**src/fcd_pkg.sv**
```systemverilog
/*
 package of the flash command host: command codes, register map, field
 positions, bus timing and the pin carrier.
 assumes a 25 MHz pclk and a 16-bit flash data bus with 23 address lines.
*/
package fcd_pkg;
   localparam int FL_ADDR_W = 23;
   localparam int FL_DATA_W = 16;
   // command codes
   localparam logic [7:0] CMD_READ_ARRAY = 8'hFF;
   localparam logic [7:0] CMD_READ_ID = 8'h90;
   localparam logic [7:0] CMD_READ_QUERY = 8'h98;
   localparam logic [7:0] CMD_READ_STATUS = 8'h70;
   localparam logic [7:0] CMD_CLR_STATUS = 8'h50;
   localparam logic [7:0] CMD_BUF_WRITE = 8'hE8;
   localparam logic [7:0] CMD_PROGRAM = 8'h40;
   localparam logic [7:0] CMD_ERASE = 8'h20;
   localparam logic [7:0] CMD_CONFIRM = 8'hD0;
   localparam logic [7:0] CMD_SUSPEND = 8'hB0;
   localparam logic [7:0] CMD_CONFIG = 8'hB8;
   localparam logic [7:0] CMD_LOCK = 8'h60;
   localparam logic [7:0] CMD_LOCK_SET = 8'h01;
   localparam logic [4:0] COUNT_MAX_BYTE = 5'h1F;
   localparam logic [4:0] COUNT_MAX_WORD = 5'h0F;
   localparam int XSR_READY_BIT = 7;
   localparam int STATUS_VALID_BIT = 7;
   // register byte offsets
   localparam logic [7:0] REG_CTRL = 8'h00;
   localparam logic [7:0] REG_PINS = 8'h04;
   localparam logic [7:0] REG_ADDR = 8'h08;
   localparam logic [7:0] REG_DATA = 8'h0C;
   localparam logic [7:0] REG_RDATA = 8'h10;
   localparam logic [7:0] REG_STATUS = 8'h14;
   localparam logic [7:0] REG_BUF = 8'h40;
   localparam int CTRL_GO_BIT = 8;
   localparam logic [3:0] PINS_RESET = 4'h0;
   localparam int PIN_PROGRAM_ENABLE_SUPPLY_BIT = 0;
   localparam int PIN_RPHV_BIT = 1;
   localparam int PIN_BYTE_BIT = 2;
   localparam int PIN_RPLOW_BIT = 3;
   // bus cycle timing
   localparam int CLK_MHZ = 25;
   localparam int T_WP_NS = 70;
   localparam int T_ACC_NS = 150;
   localparam int T_REC_NS = 30;
   localparam int WP_CYC = (T_WP_NS * CLK_MHZ + 999) / 1000;
   localparam int ACC_CYC = (T_ACC_NS * CLK_MHZ + 999) / 1000;
   localparam int REC_CYC = (T_REC_NS * CLK_MHZ + 999) / 1000;
   localparam logic [3:0] WR_LAST = 4'(WP_CYC + REC_CYC - 1);
   localparam logic [3:0] RD_LAST = 4'(ACC_CYC + REC_CYC - 1);
   localparam logic [3:0] RD_SAMPLE = 4'(ACC_CYC - 1);
   localparam logic [3:0] WP_END = 4'(WP_CYC);

   typedef enum logic [3:0] {
      OP_RD_ARRAY, OP_RD_ID, OP_RD_QUERY, OP_RD_STATUS, OP_CLR_STATUS, OP_BUF_WRITE, OP_PROGRAM,
      OP_ERASE, OP_SUSPEND, OP_RESUME, OP_CONFIG, OP_LOCK_SET, OP_LOCK_CLR, OP_BUS_READ
   } fcd_op_t;
   typedef enum {S_IDLE, S_CMD1, S_XSR, S_COUNT, S_DATA, S_CONF, S_ARG, S_READ} fcd_seq_t;
   typedef enum logic [1:0] {MODE_ARRAY, MODE_ID, MODE_QUERY, MODE_STATUS} fcd_mode_t;

   typedef struct packed {
      logic [FL_ADDR_W-1:0] addr;
      logic ce_n;
      logic oe_n;
      logic we_n;
      logic byte_n;
      logic rp_n;
      logic rp_hv;
      logic program_enable_supply_hv;
      logic [FL_DATA_W-1:0] dq_o;
      logic dq_oe;
   } fcd_pins_t;
endpackage : fcd_pkg

```
**src/fcd_host.sv**
```systemverilog
/*
 flash command host: takes orders over APB and drives a parallel NOR flash
 through its pins with one- and multi-cycle command sequences.
 assumes flash inputs synchronous to pclk and an always-ready APB master.
*/
// Added by the designer: the placing of the registers and the APB slave port.
`timescale 1ns/1ps
// Function
// RULE_01: alter operations only with program enable level
// RULE_02: FFH write returns device to array
// RULE_03: 90H then reads return identifier codes
// RULE_04: 98H then reads return query bytes
// RULE_05: 70H then read returns status
// RULE_06: 50H clears status error bits
// RULE_07: E8H, check extended status, then count
// RULE_08: count N means N plus one writes
// RULE_09: confirm D0H after exactly N plus one
// RULE_10: nothing starts before the confirm code
// RULE_11: 40H or 10H, then address and data
// RULE_12: erase is 20H then D0H in block
// RULE_13: B0H suspends, D0H resumes
// RULE_14: B8H then configuration code write
// RULE_15: 60H 01H sets one block lock
// RULE_16: 60H D0H clears all block locks
// RULE_17: locked block alters need reset high voltage
// RULE_18: while busy only bit 7 is valid
// RULE_19: upper data byte ignored on commands
// RULE_20: after reset device is in array mode
// RULE_21: array read ignored while operation runs
// RULE_22: only defined command codes are issued
// RULE_23: busy output low while algorithms run
// RULE_24: bad second cycle is a sequence error
module fcd_host import fcd_pkg::*; #(
   parameter int BUF_DEPTH = 32,
   parameter int XSR_TRIES = 8
) (
   input wire logic pclk,
   input wire logic presetn,
   input wire logic psel,
   input wire logic penable,
   input wire logic pwrite,
   input wire logic [7:0] paddr,
   input wire logic [31:0] pwdata,
   output logic [31:0] prdata,
   output logic pready,
   output logic pslverr,
   output fcd_pins_t flash_out,
   input wire logic [FL_DATA_W-1:0] flash_dq_i,
   input wire logic flash_sts
);
   localparam int IDX_W = $clog2(BUF_DEPTH);
   if (BUF_DEPTH < 16 || BUF_DEPTH > 32 || XSR_TRIES < 1 || XSR_TRIES > 15) begin : g_bad_param
      $error("fcd_host: unsupported parameter values");
   end

   logic [15:0] buf_mem [BUF_DEPTH];
   fcd_seq_t seq_reg, seq_next;
   fcd_op_t op_reg;
   fcd_mode_t mode_reg;
   logic [3:0] tmr_reg;
   logic [3:0] pins_reg;
   logic [FL_ADDR_W-1:0] addr_reg;
   logic [15:0] data_reg;
   logic [15:0] rdata_reg;
   logic [4:0] idx_reg, idx_next;
   logic [3:0] tries_reg;
   logic [FL_ADDR_W-1:0] cyc_addr_reg;
   logic [15:0] cyc_data_reg;
   logic susp_reg, done_reg, refused_reg, xsr_err_reg;
   logic wr_en, rd_en, go, go_ok, alter_op, rd_state, cyc_end, sample;
   logic [4:0] count_max;
   logic [7:0] cmd_code;
   fcd_op_t go_op;

   assign pready = 1'b1;
   assign wr_en = psel && penable && pwrite;
   assign rd_en = psel && penable && !pwrite;
   assign go = wr_en && paddr == REG_CTRL && pwdata[CTRL_GO_BIT];
   assign go_op = fcd_op_t'(pwdata[3:0]);
   assign count_max = pins_reg[PIN_BYTE_BIT] ? COUNT_MAX_BYTE : COUNT_MAX_WORD;
   assign alter_op = go_op inside {OP_BUF_WRITE, OP_PROGRAM, OP_ERASE, OP_LOCK_SET, OP_LOCK_CLR};
   assign go_ok = go && seq_reg == S_IDLE && !pins_reg[PIN_RPLOW_BIT]
      && pwdata[3:0] <= OP_BUS_READ // [RULE_22]
      && !(alter_op && !pins_reg[PIN_PROGRAM_ENABLE_SUPPLY_BIT]) // [RULE_01]
      && !(go_op == OP_RD_ARRAY && !flash_sts && !susp_reg) // [RULE_21]
      && !(go_op == OP_BUF_WRITE && (data_reg[4:0] > count_max || 32'(data_reg[4:0]) >= BUF_DEPTH)); // [RULE_08]
   assign rd_state = seq_reg == S_XSR || seq_reg == S_READ;
   assign cyc_end = seq_reg != S_IDLE && tmr_reg == (rd_state ? RD_LAST : WR_LAST);
   assign sample = rd_state && tmr_reg == RD_SAMPLE;

   // first-cycle code per operation
   always_comb begin
      case (op_reg)
         OP_RD_ARRAY: cmd_code = CMD_READ_ARRAY; // [RULE_02]
         OP_RD_ID: cmd_code = CMD_READ_ID; // [RULE_03]
         OP_RD_QUERY: cmd_code = CMD_READ_QUERY; // [RULE_04]
         OP_RD_STATUS: cmd_code = CMD_READ_STATUS; // [RULE_05]
         OP_CLR_STATUS: cmd_code = CMD_CLR_STATUS; // [RULE_06]
         OP_BUF_WRITE: cmd_code = CMD_BUF_WRITE; // [RULE_07]
         OP_PROGRAM: cmd_code = CMD_PROGRAM; // [RULE_11]
         OP_ERASE: cmd_code = CMD_ERASE; // [RULE_12]
         OP_SUSPEND: cmd_code = CMD_SUSPEND; // [RULE_13]
         OP_RESUME: cmd_code = CMD_CONFIRM; // [RULE_13]
         OP_CONFIG: cmd_code = CMD_CONFIG; // [RULE_14]
         default: cmd_code = CMD_LOCK;
      endcase
   end

   // sequencer step order
   always_comb begin
      seq_next = seq_reg;
      idx_next = idx_reg;
      case (seq_reg)
         S_IDLE: begin
            if (go_ok) begin
               seq_next = go_op == OP_BUS_READ ? S_READ : S_CMD1;
            end
         end
         S_CMD1: begin
            if (cyc_end) begin
               case (op_reg)
                  OP_RD_ID, OP_RD_QUERY, OP_RD_STATUS: seq_next = S_READ;
                  OP_BUF_WRITE: seq_next = S_XSR; // [RULE_07]
                  OP_PROGRAM, OP_ERASE, OP_CONFIG, OP_LOCK_SET, OP_LOCK_CLR: seq_next = S_ARG;
                  default: seq_next = S_IDLE;
               endcase
            end
         end
         S_XSR: begin
            if (cyc_end) begin
               if (rdata_reg[XSR_READY_BIT]) begin
                  seq_next = S_COUNT; // [RULE_07]
               end else begin
                  seq_next = tries_reg == 4'(XSR_TRIES - 1) ? S_IDLE : S_CMD1;
               end
            end
         end
         S_COUNT: begin
            if (cyc_end) begin
               seq_next = S_DATA;
               idx_next = 5'h0;
            end
         end
         S_DATA: begin
            if (cyc_end) begin
               if (idx_reg == data_reg[4:0]) begin
                  seq_next = S_CONF; // [RULE_09]
               end else begin
                  idx_next = idx_reg + 5'h1; // [RULE_08]
               end
            end
         end
         S_CONF, S_ARG, S_READ: begin
            if (cyc_end) begin
               seq_next = S_IDLE;
            end
         end
         default: seq_next = S_IDLE;
      endcase
   end

   // address and data of the coming bus cycle
   always_ff @(posedge pclk or negedge presetn) begin
      if (!presetn) begin
         cyc_addr_reg <= '0;
         cyc_data_reg <= '0;
      end else if (seq_next != seq_reg || cyc_end) begin
         cyc_addr_reg <= addr_reg;
         case (seq_next)
            S_CMD1: cyc_data_reg <= {8'h00, cmd_code_of(go_ok ? go_op : op_reg)}; // [RULE_19]
            S_COUNT: cyc_data_reg <= {11'h000, data_reg[4:0]}; // [RULE_08]
            S_DATA: cyc_data_reg <= buf_mem[IDX_W'(idx_next)];
            S_CONF: cyc_data_reg <= {8'h00, CMD_CONFIRM}; // [RULE_10]
            S_ARG: begin
               case (op_reg)
                  OP_ERASE, OP_LOCK_CLR: cyc_data_reg <= {8'h00, CMD_CONFIRM}; // [RULE_12] [RULE_16]
                  OP_LOCK_SET: cyc_data_reg <= {8'h00, CMD_LOCK_SET}; // [RULE_15]
                  OP_CONFIG: cyc_data_reg <= {8'h00, data_reg[7:0]}; // [RULE_14]
                  default: cyc_data_reg <= data_reg; // [RULE_11]
               endcase
            end
            default: cyc_data_reg <= '0;
         endcase
      end
   end

   function automatic logic [7:0] cmd_code_of(input fcd_op_t op);
      logic [7:0] c;
      c = CMD_LOCK;
      case (op)
         OP_RD_ARRAY: c = CMD_READ_ARRAY;
         OP_RD_ID: c = CMD_READ_ID;
         OP_RD_QUERY: c = CMD_READ_QUERY;
         OP_RD_STATUS: c = CMD_READ_STATUS;
         OP_CLR_STATUS: c = CMD_CLR_STATUS;
         OP_BUF_WRITE: c = CMD_BUF_WRITE;
         OP_PROGRAM: c = CMD_PROGRAM;
         OP_ERASE: c = CMD_ERASE;
         OP_SUSPEND: c = CMD_SUSPEND;
         OP_RESUME: c = CMD_CONFIRM;
         OP_CONFIG: c = CMD_CONFIG;
         default: c = CMD_LOCK;
      endcase
      return c;
   endfunction : cmd_code_of

   always_ff @(posedge pclk or negedge presetn) begin
      if (!presetn) begin
         seq_reg <= S_IDLE;
         tmr_reg <= 4'h0;
         idx_reg <= 5'h0;
         op_reg <= OP_RD_ARRAY;
      end else begin
         seq_reg <= seq_next;
         idx_reg <= idx_next;
         tmr_reg <= (seq_next != seq_reg || cyc_end) ? 4'h0 : tmr_reg + 4'h1;
         if (go_ok) begin
            op_reg <= go_op;
         end
      end
   end

   // retries of the buffer availability check
   always_ff @(posedge pclk or negedge presetn) begin
      if (!presetn) begin
         tries_reg <= 4'h0;
      end else if (go_ok) begin
         tries_reg <= 4'h0;
      end else if (seq_reg == S_XSR && cyc_end) begin
         tries_reg <= tries_reg + 4'h1;
      end
   end

   // read capture; busy device drives bit 7 only
   always_ff @(posedge pclk or negedge presetn) begin
      if (!presetn) begin
         rdata_reg <= '0;
      end else if (sample) begin
         rdata_reg <= flash_sts ? flash_dq_i : {8'h00, flash_dq_i[STATUS_VALID_BIT], 7'h00}; // [RULE_18]
      end
   end

   // device read mode and suspend tracking
   always_ff @(posedge pclk or negedge presetn) begin
      if (!presetn) begin
         mode_reg <= MODE_ARRAY;
         susp_reg <= 1'b0;
      end else if (pins_reg[PIN_RPLOW_BIT]) begin
         mode_reg <= MODE_ARRAY; // [RULE_20]
         susp_reg <= 1'b0;
      end else if (seq_reg == S_CMD1 && cyc_end) begin
         case (op_reg)
            OP_RD_ARRAY: mode_reg <= MODE_ARRAY;
            OP_RD_ID: mode_reg <= MODE_ID;
            OP_RD_QUERY: mode_reg <= MODE_QUERY;
            OP_CLR_STATUS, OP_CONFIG: mode_reg <= mode_reg;
            default: mode_reg <= MODE_STATUS;
         endcase
         if (op_reg == OP_SUSPEND) begin
            susp_reg <= 1'b1; // [RULE_13]
         end else if (op_reg == OP_RESUME) begin
            susp_reg <= 1'b0;
         end
      end
   end

   // sticky outcome flags; a sequence end beats a refused go in the same cycle
   always_ff @(posedge pclk or negedge presetn) begin
      if (!presetn) begin
         done_reg <= 1'b0;
         refused_reg <= 1'b0;
         xsr_err_reg <= 1'b0;
      end else begin
         if (go) begin
            refused_reg <= !go_ok;
         end
         if (cyc_end && seq_next == S_IDLE) begin
            done_reg <= 1'b1;
            xsr_err_reg <= seq_reg == S_XSR;
         end else if (go) begin
            done_reg <= 1'b0;
            xsr_err_reg <= 1'b0;
         end
      end
   end

   // software registers
   always_ff @(posedge pclk or negedge presetn) begin
      if (!presetn) begin
         pins_reg <= PINS_RESET;
         addr_reg <= '0;
         data_reg <= '0;
      end else if (wr_en) begin
         case (paddr)
            REG_PINS: pins_reg <= pwdata[3:0];
            REG_ADDR: addr_reg <= pwdata[FL_ADDR_W-1:0];
            REG_DATA: data_reg <= pwdata[15:0];
            default: pins_reg <= pins_reg;
         endcase
      end
   end

   // program buffer words, one aligned word each
   for (genvar i = 0; i < BUF_DEPTH; i++) begin : g_buf
      always_ff @(posedge pclk or negedge presetn) begin
         if (!presetn) begin
            buf_mem[i] <= '0;
         end else if (wr_en && paddr == REG_BUF + 8'(4 * i)) begin
            buf_mem[i] <= pwdata[15:0];
         end
      end
   end

   logic buf_hit;
   assign buf_hit = paddr >= REG_BUF && paddr < REG_BUF + 8'(4 * BUF_DEPTH) && paddr[1:0] == 2'b00;
   always_comb begin
      prdata = 32'h0000_0000;
      pslverr = 1'b0;
      case (paddr)
         REG_CTRL: prdata = {28'h000_0000, op_reg};
         REG_PINS: prdata = {28'h000_0000, pins_reg};
         REG_ADDR: prdata = 32'(addr_reg);
         REG_DATA: prdata = {16'h0000, data_reg};
         REG_RDATA: prdata = {16'h0000, rdata_reg};
         REG_STATUS: prdata = {20'h0_0000, 2'(mode_reg), 4'h0, susp_reg, flash_sts, xsr_err_reg, refused_reg,
            done_reg, seq_reg != S_IDLE};
         default: begin
            if (buf_hit) begin
               prdata = {16'h0000, buf_mem[IDX_W'(paddr[7:2] - REG_BUF[7:2])]};
            end else begin
               pslverr = psel && penable;
            end
         end
      endcase
   end

   // pins: write latched by the flash at the rising write strobe
   always_comb begin
      flash_out.addr = cyc_addr_reg;
      flash_out.ce_n = seq_reg == S_IDLE;
      flash_out.oe_n = !(rd_state && tmr_reg < 4'(ACC_CYC));
      flash_out.we_n = !(seq_reg != S_IDLE && !rd_state && tmr_reg < WP_END); // [RULE_11]
      flash_out.byte_n = !pins_reg[PIN_BYTE_BIT];
      flash_out.rp_n = !pins_reg[PIN_RPLOW_BIT];
      flash_out.rp_hv = pins_reg[PIN_RPHV_BIT]; // [RULE_15] [RULE_16] [RULE_17]
      flash_out.program_enable_supply_hv = pins_reg[PIN_PROGRAM_ENABLE_SUPPLY_BIT]; // [RULE_01]
      flash_out.dq_o = cyc_data_reg;
      flash_out.dq_oe = seq_reg != S_IDLE && !rd_state;
   end
endmodule : fcd_host

```
**config.mk**
```make
export PLATFORM = sky130hd
export DESIGN_NAME = fcd_host
export DESIGN_NICKNAME = d
export VERILOG_FILES = /design/src/fcd_pkg.sv /design/src/fcd_host.sv
export SDC_FILE = /design/constraint.sdc
export NUM_CORES = 2
export LEC_CHECK = 0
export BUFFER_PORTS_ARGS = -buffer_cell sky130_fd_sc_hd__buf_2
export CAP_MARGIN = 20
export CORE_UTILIZATION = 47
export DETAILED_ROUTE_END_ITERATION = 10
export PLACE_DENSITY = 0.74
export SLEW_MARGIN = 20
export SYNTH_ARGS = -nofsm -noshare
export SYNTH_HDL_FRONTEND = slang
export SYNTH_SLANG_ARGS = --single-unit
```
**constraint.sdc**
```tcl
create_clock -name pclk -period 9.4 [get_ports pclk]
set_input_delay 1.88 -clock pclk [delete_from_list [all_inputs] [get_ports pclk]]
set_output_delay 1.88 -clock pclk [all_outputs]
set_load 0.01 [all_outputs]
```
==> metrics.md <==
| Metric | Value |
|---|---|
| CTS H-tree lvls | `3` |
| Ports | `~140` |
| Die X | `around 280 µm` |
| Clock share of power | `0.466` |
| Avg WL per Cell | `approximately 27 µm` |
| Top achievable clock speed | `approximately 140 MHz` |
| Startpoint types | `input port` |
| GPL Wtd Cong | `just over 0.9` |
| Clock Path Buffers | `3` |
| Setup CP Type | `input port to primary output` |
| Internal power | `roughly 0.0047 W` |
| Final Cycle Share | `0.7508` |
| First-pass GRT wire length | `between 150 and 200 mm` |
| Net switching power | `approximately 0.0014 W` |
| Seq/Total Area, Yosys | `0.4705` |
| CTS tree | `built` |
| Count of pins over their slew limit | `0` |
| Post-synth EDFFs | `0` |
| Port Buffer Count | `approximately 120` |
| Max reg flops | `512` |
| Setup crit end kind | `primary output` |
| Antenna Nets Post-Route | `0` |
| Hold Crit Class | `flop to flop` |
| GR Util All Layers | `0.2896` |
| Setup_tns | `0 ps` |
| Req. time, crit path | `between 7000 and 8000 ps` |
| Worst slew pin tran | `1138 ps` |
| Status | `finished, final reports clean` |
| Post-Syn Area | `approximately 35000 µm²` |
| Layout area overhead | `10.88%` |
| Pre-CTS setup slack | `between 2000 and 2500 ps` |
| Final Power | `approximately 0.0061 W` |
| Sequential share of power | `0.485` |
| Syn. warnings | `0` |
| Initial DRC count | `3615` |
| Worst-path clk slew | `about 60 ps` |
| Max Cap Violations | `0` |
| Vias per std cell | `6.582` |
| Via count | `roughly 27000` |
| Critical path's most frequent cell | `mux4_2` |
| Post-layout min period | `around 7100 ps` |
| Largest net degree at the start of global routing | `between 150 and 200` |
| Number of cells produced by synthesis | `2988` |
| Pwr dens | `between 150 and 200 nW/µm²` |
| Fin. Hold Viols | `0` |
| Switch share | `0.2290` |
| Vias in the first global route | `approximately 26000` |
| Core region area | `roughly 74000 µm²` |
| Post_cts resized | `0` |
| Share of layout cells above drive strength 1 | `0.3459` |
| Finish-stage setup viols | `0` |
| Worst-path fanout max | `62` |
| Grt ovf | `0` |
| Comb pwr share | `0.049` |
| DIE AREA | `between 70000 and 80000 µm²` |
| Drt drc | `0` |
| Starting density of the core | `0.4751` |
| Crit path arrival time | `between 5000 and 6000 ps` |
| DP HPWL | `between 60 and 70 mm` |
| Mean Syn Cell Area | `11.84 µm²` |
| CTS Root Cell | `clkbuf_16` |
| Post-CTS Setup Bufs | `0` |
| Final core utilization | `0.5268` |
| Initial antenna violation count | `7` |
| Sink Count | `approximately 670` |
| Yosys cell types | `83` |
| DRT Pass-1 Iters | `8` |
| Nets | `3085` |
| Die height | `276.3 µm` |
| Slowest stage delay, CP | `630 ps` |
| CP Cell Sequence | `clkbuf_8 -> buf_4 -> mux4_2 -> mux4_2 -> mux2i_1 -> o21ai_0 -> buf_2` |
| Cell row count | `100` |
| Worst path bufs/invs | `3` |
| RSZ-0062 raised after global routing | `false` |
| Slowest-stage cell, CP | `buf_4` |
| Clock latency on the worst-skew pair | `630 ps` |
| TritonCTS Buffers | `a little under 70` |
| Rel. slew slack | `0.2395` |
| Leak | `between 15 and 20 nW` |
| Fin Hold WS | `458.7 ps` |
| Final clock skew | `approximately 24 ps` |
| Crit-path leading delay family | `multiplexers` |
| Post-synth ARST share | `1.000` |
| Setup WS post-layout | `approximately 2300 ps` |
| Detailed Route WL | `between 100 and 150 mm` |
| Worst vdd ir | `~0.00013 V` |
| Synth Register Bits | `roughly 670` |
| Post-CTS Hold Buffers | `0` |
| Commonest register cell after synthesis | `dfrtp_1` |
-- power groups by stage --
stage	clock, W	sequential [W]	combinational [W]
detailed placement	0	0.00299	0.000294
CTS	0.00284	0.00294	0.000295
global placement	0	0.00299	0.000290
global route	0.00295	0.00294	0.000321
floorplan	0	0.00298	0.000169
finish	0.00282	0.00294	0.000297
-- cells in the mapped netlist, drive strengths merged, types with 6 or more instances --
cell type  instances  area (µm²)
a222oi             9       90.09
buf               83       415.4
mux2i             94       940.9
clkbuf           176       660.6
o21ai             56       291.5
a211o             11       96.34
o22ai              9       56.30
and3              44       275.3
ha                11       137.6
a22oi             13       97.59
nor3              26       135.1
mux4             160        3603
o2111ai            7       61.31
a21oi             66       334.1
nand2b             9       56.30
nor2              91       341.6
nand2            437        1640
o31ai             11       110.1
nand3b             7       52.55
mux2             561        6317
o211ai            12       90.09
a22o              22       192.7
nor2b              9       56.30
and2              15       96.34
a221oi            13       113.9
nand3            114       570.6
o221ai             6       58.80
a211oi            45       337.8
nand4             28       175.2
a31oi             26       162.7
a2111oi            7       80.08
dfrtp            665       16640
a311oi             9       85.08
a32oi             19       166.4
inv               24       90.09
xor2               6       52.55
nor4              23       143.9
-- per-layer routing --
| metal | wire, µm | track usage |
|---|---|---|
| met5 | 39 | 0 |
| met1 | 42130 | 0.3844 |
| met3 | 12790 | 0.07267 |
| met4 | 5739 | 0.1379 |
| met2 | 49940 | 0.4455 |
-- per-stage QoR --
stage / std cells / cell area, µm²
after CTS: 4028 / 39220
after global placement: 3910 / 36930
final: 4030 / 39220
after detailed placement: 3911 / 36930
after floorplan: 3025 / 35510
after global routing: 4029 / 39220
-- worst paths after layout --
path	start	to	slack (ps)	cells after the start
min reg2reg	cyc_addr_reg[16]$_DFFE_PN0N_	cyc_addr_reg[16]$_DFFE_PN0N_	460	2
min	cyc_addr_reg[16]$_DFFE_PN0N_	cyc_addr_reg[16]$_DFFE_PN0N_	460	2
min in group asynchronous	presetn	buf_mem[456]$_DFFE_PN0P_	1230	1
max in group asynchronous	presetn	buf_mem[395]$_DFFE_PN0P_	6100	3
max reg2reg	seq_reg[5]$_DFF_PN0_	cyc_data_reg[13]$_DFFE_PN0N_	3950	13
max	paddr[2]	prdata[7]	2340	7
-- worst min-delay path, cell delays in order (launching register included) --
cell and delay [ps]:
dfrtp_1 330, nand2_1 50, nand2_1 50
-- cells by family (layout without fill, tap and decap cells) --
family	count (synthesis)	in the layout	synth area share
compound gates	368	368	0.07506
mux	815	815	0.3071
xor+xnor	11	11	0.002724
buf+inv	283	317	0.03297
other cells	2	41	0.0002123
flops	665	665	0.4705
simple gates	833	833	0.1076
fa+ha+maj	11	11	0.003891
-- layout by cell type (no fill, tap or decap), types with 45 or more instances in the layout --
cell type,netlist,routed
buf_2,29,120
nor2_1,91,70
a211oi_1,45,45
a21oi_1,65,64
nand2_1,437,437
clkbuf_16,0,71
nand3_1,114,103
buf_4,14,50
mux2i_1,94,94
dfrtp_1,665,665
o21ai_0,54,54
mux2_2,561,561
mux4_2,160,160
-- area by class of cell --
type	instances	area, µm²
diodes	2	5.005
clock buffers	104	2081
clock inverters	13	201.4
fillers	6219	35230
inverters	24	97.59
multi-input cells	2077	17920
flip-flops and latches	665	16640
well taps	969	1212
repair buffers	176	1060
Power figures use the tool's default switching activity.
